$ cat src/verilog/npoc_consts.vh
/*
  Constants for the preset select and over-range pin control block:
  register indices, field positions, reset values and timing counts.
  Assumes inclusion by the block's single design file.
*/
`ifndef NPOC_CONSTS_VH
`define NPOC_CONSTS_VH

// printed offsets are not multiples of four: kept as indices, byte address = 4 * index
`define NPOC_IDX_OVERRANGE_OUTPUT_CONFIG 12'h213
`define NPOC_IDX_MODE 12'h214
`define NPOC_IDX_SEL 12'h215
`define NPOC_IDX_BIND 12'h216
`define NPOC_IDX_STATUS 12'h218

`define NPOC_RST_OVERRANGE_OUTPUT_CONFIG 8'h07
`define NPOC_RST_MODE 8'h00
`define NPOC_RST_SEL 8'h00
`define NPOC_RST_BIND 8'h02

`define NPOC_OVERRANGE_PIN_ENABLE_BIT 3
`define NPOC_EXP_MSB 2
`define NPOC_EXP_LSB 0
`define NPOC_SELA_MSB 1
`define NPOC_SELA_LSB 0
`define NPOC_SELB_MSB 3
`define NPOC_SELB_LSB 2

`define NPOC_MODE_REG 2'h0
`define NPOC_MODE_PINS_AB 2'h1
`define NPOC_MODE_PINS_A 2'h2

// stretch base: 8 device clock cycles, shifted by the exponent
`define NPOC_STRETCH_BASE 11'h008
`define NPOC_CNT_W 11

`define NPOC_UNMAPPED_DATA 32'h00000000

`endif

$ cat src/verilog/npoc_ctrl.v
/*
  Preset selection and over-range pin control, with its Avalon-MM
  register slave. Assumes one clock, synchronous active-low reset,
  and preset pins and raw over-range flags synchronous to clk.
*/
// Chosen here: the Avalon-MM interface to the registers.
`timescale 1ns/100ps
`include "npoc_consts.vh"

// Summary of operation
// - enable bit drives flags, else held low
// - enable gates only pins, not link bits
// - pulse at least 8 shl exponent cycles
// - four presets per channel, index chosen
// - single channel uses channel A method
// - mode 0: indices from register fields
// - mode 1: A pins and B pins
// - mode 2: A pins both; 3 reserved
// - B field bits 3:2, ignored single
// - A field bits 1:0 selects preset
// - single channel: A field sets frequency
module npoc_ctrl #(
  parameter ADDR_W = 14
)(
  input wire clk,
  input wire resetn,
  input wire [ADDR_W-1:0] avs_address,
  input wire avs_read,
  input wire avs_write,
  input wire [31:0] avs_writedata,
  input wire [3:0] avs_byteenable,
  output wire [31:0] avs_readdata,
  output wire avs_waitrequest,
  input wire single_channel_mode,
  input wire [1:0] chan_a_preset_pins,
  input wire [1:0] chan_b_preset_pins,
  input wire [3:0] overrange_raw,
  input wire [3:0] link_overrange_raw,
  output wire [3:0] link_overrange_bits,
  output wire chan_a_flag0_out,
  output wire chan_a_flag1_out,
  output wire chan_b_flag0_out,
  output wire chan_b_flag1_out,
  output reg [1:0] chan_a_preset_index,
  output reg [1:0] chan_b_preset_index
);

  reg [7:0] overrange_output_config;
  reg [7:0] preset_source_mode;
  reg [7:0] preset_index_select;
  reg [7:0] channel_binding;
  reg [31:0] rdata;
  reg [31:0] next_rdata;
  reg ack;
  reg [3:0] flag_q;
  reg [`NPOC_CNT_W-1:0] hold_cnt [0:3];
  reg [1:0] next_a;
  reg [1:0] next_b;
  reg [`NPOC_CNT_W-1:0] stretch_len;

  wire [11:0] idx = avs_address[ADDR_W-1:2];
  // writes land on the edge where waitrequest is seen low, as the master expects
  wire wr_go = avs_write & ack;
  wire rd_go = avs_read & ~ack;
  wire overrange_pin_enable = overrange_output_config[`NPOC_OVERRANGE_PIN_ENABLE_BIT];
  wire [2:0] pulse_stretch_exponent = overrange_output_config[`NPOC_EXP_MSB:`NPOC_EXP_LSB];
  wire [1:0] preset_select_mode = preset_source_mode[1:0];

  // merge the low byte lane of a write into an 8-bit register
  function [7:0] lane0;
    input [7:0] old;
    input [31:0] wd;
    input [3:0] be;
    begin
      lane0 = be[0] ? wd[7:0] : old;
    end
  endfunction

  // true when the word index addresses the given register
  function hit_idx;
    input [11:0] at;
    input [11:0] reg_idx;
    begin
      hit_idx = (at == reg_idx);
    end
  endfunction

  // one write strobe per register, each only on the answering edge
  wire wr_cfg = wr_go & hit_idx(idx, `NPOC_IDX_OVERRANGE_OUTPUT_CONFIG);
  wire wr_mode = wr_go & hit_idx(idx, `NPOC_IDX_MODE);
  wire wr_sel = wr_go & hit_idx(idx, `NPOC_IDX_SEL);
  wire wr_bind = wr_go & hit_idx(idx, `NPOC_IDX_BIND);
  // flags before gating, so software sees hits even with the pins off
  wire [7:0] status_word = {flag_q, chan_b_preset_index, chan_a_preset_index};

  // one wait state: the request is answered on the edge where ack is high
  assign avs_waitrequest = (avs_read | avs_write) & ~ack;
  assign avs_readdata = rdata;

  always @(posedge clk)
  begin
    if (!resetn)
      ack <= 1'b0;
    else
      ack <= (avs_read | avs_write) & ~ack;
  end

  // read word loaded one edge early so it stands when waitrequest drops
  always @*
  begin
    next_rdata = rdata;
    if (rd_go)
    begin
      if (hit_idx(idx, `NPOC_IDX_OVERRANGE_OUTPUT_CONFIG))
        next_rdata = {24'h000000, overrange_output_config};
      else if (hit_idx(idx, `NPOC_IDX_MODE))
        next_rdata = {24'h000000, preset_source_mode};
      else if (hit_idx(idx, `NPOC_IDX_SEL))
        next_rdata = {24'h000000, preset_index_select};
      else if (hit_idx(idx, `NPOC_IDX_BIND))
        next_rdata = {24'h000000, channel_binding};
      else if (hit_idx(idx, `NPOC_IDX_STATUS))
        next_rdata = {24'h000000, status_word};
      else
        next_rdata = `NPOC_UNMAPPED_DATA;
    end
  end

  always @(posedge clk)
  begin
    if (!resetn)
      rdata <= 32'h00000000;
    else
      rdata <= next_rdata;
  end

  // reserved bits are stored and read back as written
  always @(posedge clk)
  begin
    if (!resetn)
      overrange_output_config <= `NPOC_RST_OVERRANGE_OUTPUT_CONFIG;
    else if (wr_cfg)
      overrange_output_config <= lane0(overrange_output_config, avs_writedata, avs_byteenable);
  end

  always @(posedge clk)
  begin
    if (!resetn)
      preset_source_mode <= `NPOC_RST_MODE;
    else if (wr_mode)
      preset_source_mode <= lane0(preset_source_mode, avs_writedata, avs_byteenable);
  end

  always @(posedge clk)
  begin
    if (!resetn)
      preset_index_select <= `NPOC_RST_SEL;
    else if (wr_sel)
      preset_index_select <= lane0(preset_index_select, avs_writedata, avs_byteenable);
  end

  always @(posedge clk)
  begin
    if (!resetn)
      channel_binding <= `NPOC_RST_BIND;
    else if (wr_bind)
      channel_binding <= lane0(channel_binding, avs_writedata, avs_byteenable);
  end

  // channel A index source
  always @*
  begin
    next_a = chan_a_preset_index;
    case (preset_select_mode)
      `NPOC_MODE_REG:
      begin
        next_a = preset_index_select[`NPOC_SELA_MSB:`NPOC_SELA_LSB];
      end
      `NPOC_MODE_PINS_AB:
      begin
        next_a = chan_a_preset_pins;
      end
      `NPOC_MODE_PINS_A:
      begin
        next_a = chan_a_preset_pins;
      end
      // reserved mode: keep current selection rather than guess
      default:
      begin
        next_a = chan_a_preset_index;
      end
    endcase
  end

  // channel B index source; single channel borrows A's choice
  always @*
  begin
    next_b = chan_b_preset_index;
    case (preset_select_mode)
      `NPOC_MODE_REG:
      begin
        next_b = preset_index_select[`NPOC_SELB_MSB:`NPOC_SELB_LSB];
      end
      `NPOC_MODE_PINS_AB:
      begin
        next_b = chan_b_preset_pins;
      end
      `NPOC_MODE_PINS_A:
      begin
        next_b = chan_a_preset_pins;
      end
      default:
      begin
        next_b = chan_b_preset_index;
      end
    endcase
    if (single_channel_mode)
      next_b = next_a;
  end

  always @(posedge clk)
  begin
    if (!resetn)
      chan_a_preset_index <= 2'h0;
    else
      chan_a_preset_index <= next_a;
  end

  // channel B kept apart so its source can differ from A
  always @(posedge clk)
  begin
    if (!resetn)
      chan_b_preset_index <= 2'h0;
    else
      chan_b_preset_index <= next_b;
  end

  // minimum pulse length in device clock cycles for an exponent
  function [`NPOC_CNT_W-1:0] stretch_cycles;
    input [2:0] exp_val;
    begin
      stretch_cycles = `NPOC_STRETCH_BASE << exp_val;
    end
  endfunction

  always @*
  begin
    stretch_len = stretch_cycles(pulse_stretch_exponent);
  end

  genvar g;
  generate
    for (g = 0; g < 4; g = g + 1)
    begin : g_flag
      // counter still running: pulse not yet at its minimum length
      wire busy = hold_cnt[g] != {`NPOC_CNT_W{1'b0}};

      always @(posedge clk)
      begin
        if (!resetn)
        begin
          hold_cnt[g] <= {`NPOC_CNT_W{1'b0}};
          flag_q[g] <= 1'b0;
        end
        else if (overrange_raw[g])
        begin
          hold_cnt[g] <= stretch_len - 11'h001;
          flag_q[g] <= 1'b1;
        end
        else if (busy)
        begin
          hold_cnt[g] <= hold_cnt[g] - 11'h001;
          flag_q[g] <= 1'b1;
        end
        else
          flag_q[g] <= 1'b0;
      end
    end
  endgenerate

  assign chan_a_flag0_out = flag_q[0] & overrange_pin_enable;
  assign chan_a_flag1_out = flag_q[1] & overrange_pin_enable;
  assign chan_b_flag0_out = flag_q[2] & overrange_pin_enable;
  assign chan_b_flag1_out = flag_q[3] & overrange_pin_enable;
  assign link_overrange_bits = link_overrange_raw;

endmodule

$ cat config.mk
export PLATFORM = sky130hd
export DESIGN_NAME = npoc_ctrl
export DESIGN_NICKNAME = d
export VERILOG_FILES = /design/src/verilog/npoc_ctrl.v
export VERILOG_INCLUDE_DIRS = /design/src /design/src/verilog
export SDC_FILE = /design/constraint.sdc
export NUM_CORES = 1
export LEC_CHECK = 0
export ABC_AREA = 1
export BUFFER_PORTS_ARGS = -buffer_cell sky130_fd_sc_hd__buf_4
export CORE_MARGIN = 2
export CORE_UTILIZATION = 43
export CTS_CLUSTER_SIZE = 28
export DETAILED_ROUTE_END_ITERATION = 16
export GPL_TIMING_DRIVEN = 0
export HOLD_SLACK_MARGIN = 0.03
export PLACE_DENSITY = 0.65
export SKIP_LAST_GASP = 1
export SYNTH_ARGS = -nofsm -noshare
export SYNTH_HDL_FRONTEND = slang
export SYNTH_SLANG_ARGS = --single-unit
$ cat constraint.sdc
create_clock -name clk -period 4.6 [get_ports clk]
set_input_delay 0.92 -clock clk [delete_from_list [all_inputs] [get_ports clk]]
set_output_delay 0.92 -clock clk [all_outputs]
set_load 0.02 [all_outputs]
==> qor.yml <==
worst_pin_slew_ns: 0.694
vdd_drop_max_mv: 0.184
crit_path_top_delay_cell: "nand4_1"
layout-drive-gt1-share_pct: 19.1
clock_skew_ns: 0.00628
synth_area_leaders: "edfxtp_1, dfxtp_1, nand2_1"
drtAntennaViolNets: 0
io_buffers: 53
cts_sinks: 93
grt_pass1_wl_um: 19600
grt_setup_unrepaired: "false"
slew_violations: 0
nets: 787
synth_top_cell_by_area: "edfxtp_1"
final_common_cell: "nand2_1"
die_x_um: 114
hold_slack_ns: 0.472
start_util_pct: 43.5
clkSlewWorstSetupHoldPaths_ns: 0.07
gr-total-overflow: 0
finalSetupViolCount: 0
viasPerCell: 5.02
setup_tns_ns: 0
max-slew-margin-rel_pct: 53.5
num-fill-cells: 1105
gr-usage-all-layers_pct: 19.5
cp_max_fo: 11
status: "complete, no violations"
drc: 0
htreeDepth: 3
ys_ff_latch: 93
cts_setup_buffers: 0
period_needed_ns: 2.44
synth_top_area_share_pct: 25.6
arrival_ns: 2.35
synthesis.area_um2: 5160
n_antenna_cell: 0
clock_path_buffers: 2
max_stage_delay_ns: 0.57
yosysSeqAreaShare_pct: 44.6
power_leakage_uw: 0.00278
die_height_um: 114
cts_root_buf: "clkbuf_16"
yosys.cell_types.count: 43
clock_latency_ns: 0.35
core_um2: 11900
hp-class: "reg2reg"
layout_common_cells: "nand2_1, buf_4, nor2_1, inv_1, dfxtp_1"
dp_hpwl_um: 9190
fp-row-count: 40
ys_warn_count: 0
fmax_mhz: 410
drt_wl_total_um: 12100
start_kind: "input pin"
drt_iter0_markers: 231
gp_congestion: 0.916
cp_num_buf_inv: 3
ys.flop_type: "dfxtp_1"
cts-buffers-inserted: 9
max-cap-violations: 0
grt_pass1_vias: 4092
grt_max_degree: 16
cts_hold_buf: 0
synth_cells: 625
path_delay_family: "simple AND/OR/NAND/NOR gates"
synth_edf_count: 44
num_vias: 4334
area_growth_pct: 19.7
wl_met2_um: 5810
period_share_pct: 53.0
cts_tree: "yes"
worstSetupPathType: "in2reg"
drt-met1-wl_um: 5400
critPathCaptureType: "flop"
firstDrtPassIters: 4
worstPathRequired_ns: 4.51
wire_per_inst_um: 14.0
die_area_um2: 12900
crit_chain: "buf_4 > inv_1 > buf_2 > nor2_1 > nand4_1"
synthArstFlopShare_pct: 0
avgSynthCellArea_um2: 8.26
power_density_nw_per_um2: 337
pin_count: 112
ctsResizeCount: 0
antenna_found_initial: 0
top_layer_used: "met4"
finalHoldViolations: 0
wl_met3_um: 550
path summary, 6_finish.rpt:
check                   from  cells after the start  slack (ns)              end
max                   resetn                      5        2.16   hold_cnt[3][1]
min          avs_readdata[1]                      2        0.47  avs_readdata[1]
max reg2reg   hold_cnt[3][5]                      4        2.56   hold_cnt[3][1]
min reg2reg  avs_readdata[1]                      2        0.47  avs_readdata[1]
kinds of logic (layout without fill, tap and decap cells):
kind of cell    after synthesis  in the layout  synth area share, %
buf+inv                     120            189                 11.4
simple gates                267            267                 24.4
fa+ha+maj                     8              8                 1.94
flops                        93             93                 44.6
compound gates              108            108                 12.8
xor+xnor                     28             28                 4.75
other cells                   1             24               0.0726
power breakdown:
part	total [µW]	internal (µW)	switching, µW
Combinational	257	106	150
Sequential	950	914	35.4
Clock	873	548	325
Total	2080	1570	511
cells in the mapped netlist, types with 13 or more instances:
cell and instances:
buf_4 32, xnor2_1 13, xor2_1 15, o21ai_0 40
nor2_1 80, a211oi_1 20, dfxtp_1 49, a21oi_1 24
nand2_1 98, inv_1 75, edfxtp_1 44, nand3_1 42
worst reg2reg max path, stage by stage (launching register included):
cell	delay, ns
edfxtp_1	0.43
nor2_1	0.24
nand3_2	0.16
nor4_4	0.23
nand4_1	0.54
flip-flops by register name (all words and copies together) (netlist names):
name	count
ack	1
avs_readdata	8
chan_a_preset_index	2
chan_b_preset_index	2
channel_binding	8
flag_q	4
hold_cnt	44
overrange_output_config	8
preset_index_select	8
preset_source_mode	8
routing by layer:
metal,vias to the layer above,GRT usage (%)
li1,2218,-
met1,1986,23.8
met5,-,0
met4,0,9.27
met2,110,32.8
met3,20,4.25
final cells by class:
class / count / area [µm²] / share of cell area [%]
repair buffers: 53 / 398 / 6.44
clock buffers: 11 / 243 / 3.93
inverters: 78 / 295 / 4.78
multi-input cells: 435 / 2360 / 38.1
clock inverters: 5 / 106 / 1.72
plain buffers: 42 / 294 / 4.76
flip-flops and latches: 93 / 2300 / 37.3
well taps: 147 / 184 / 2.98
through the flow:
stage | total power (µW) | worst slack [ns] | area, µm² | utilization [%] | std cells
floorplan | 1150 | 2.24 | 5250 | - | 648
global placement | 1210 | 1.82 | 5830 | 49.2 | 848
detailed placement | 1220 | 1.76 | 5830 | 49.2 | 848
CTS | 2090 | 2.15 | 6180 | 52.1 | 864
global route | 2150 | 2.06 | 6180 | 52.1 | 864
finish | 2080 | 2.16 | 6180 | 52.1 | 864
(Power assumes the default switching activity.)
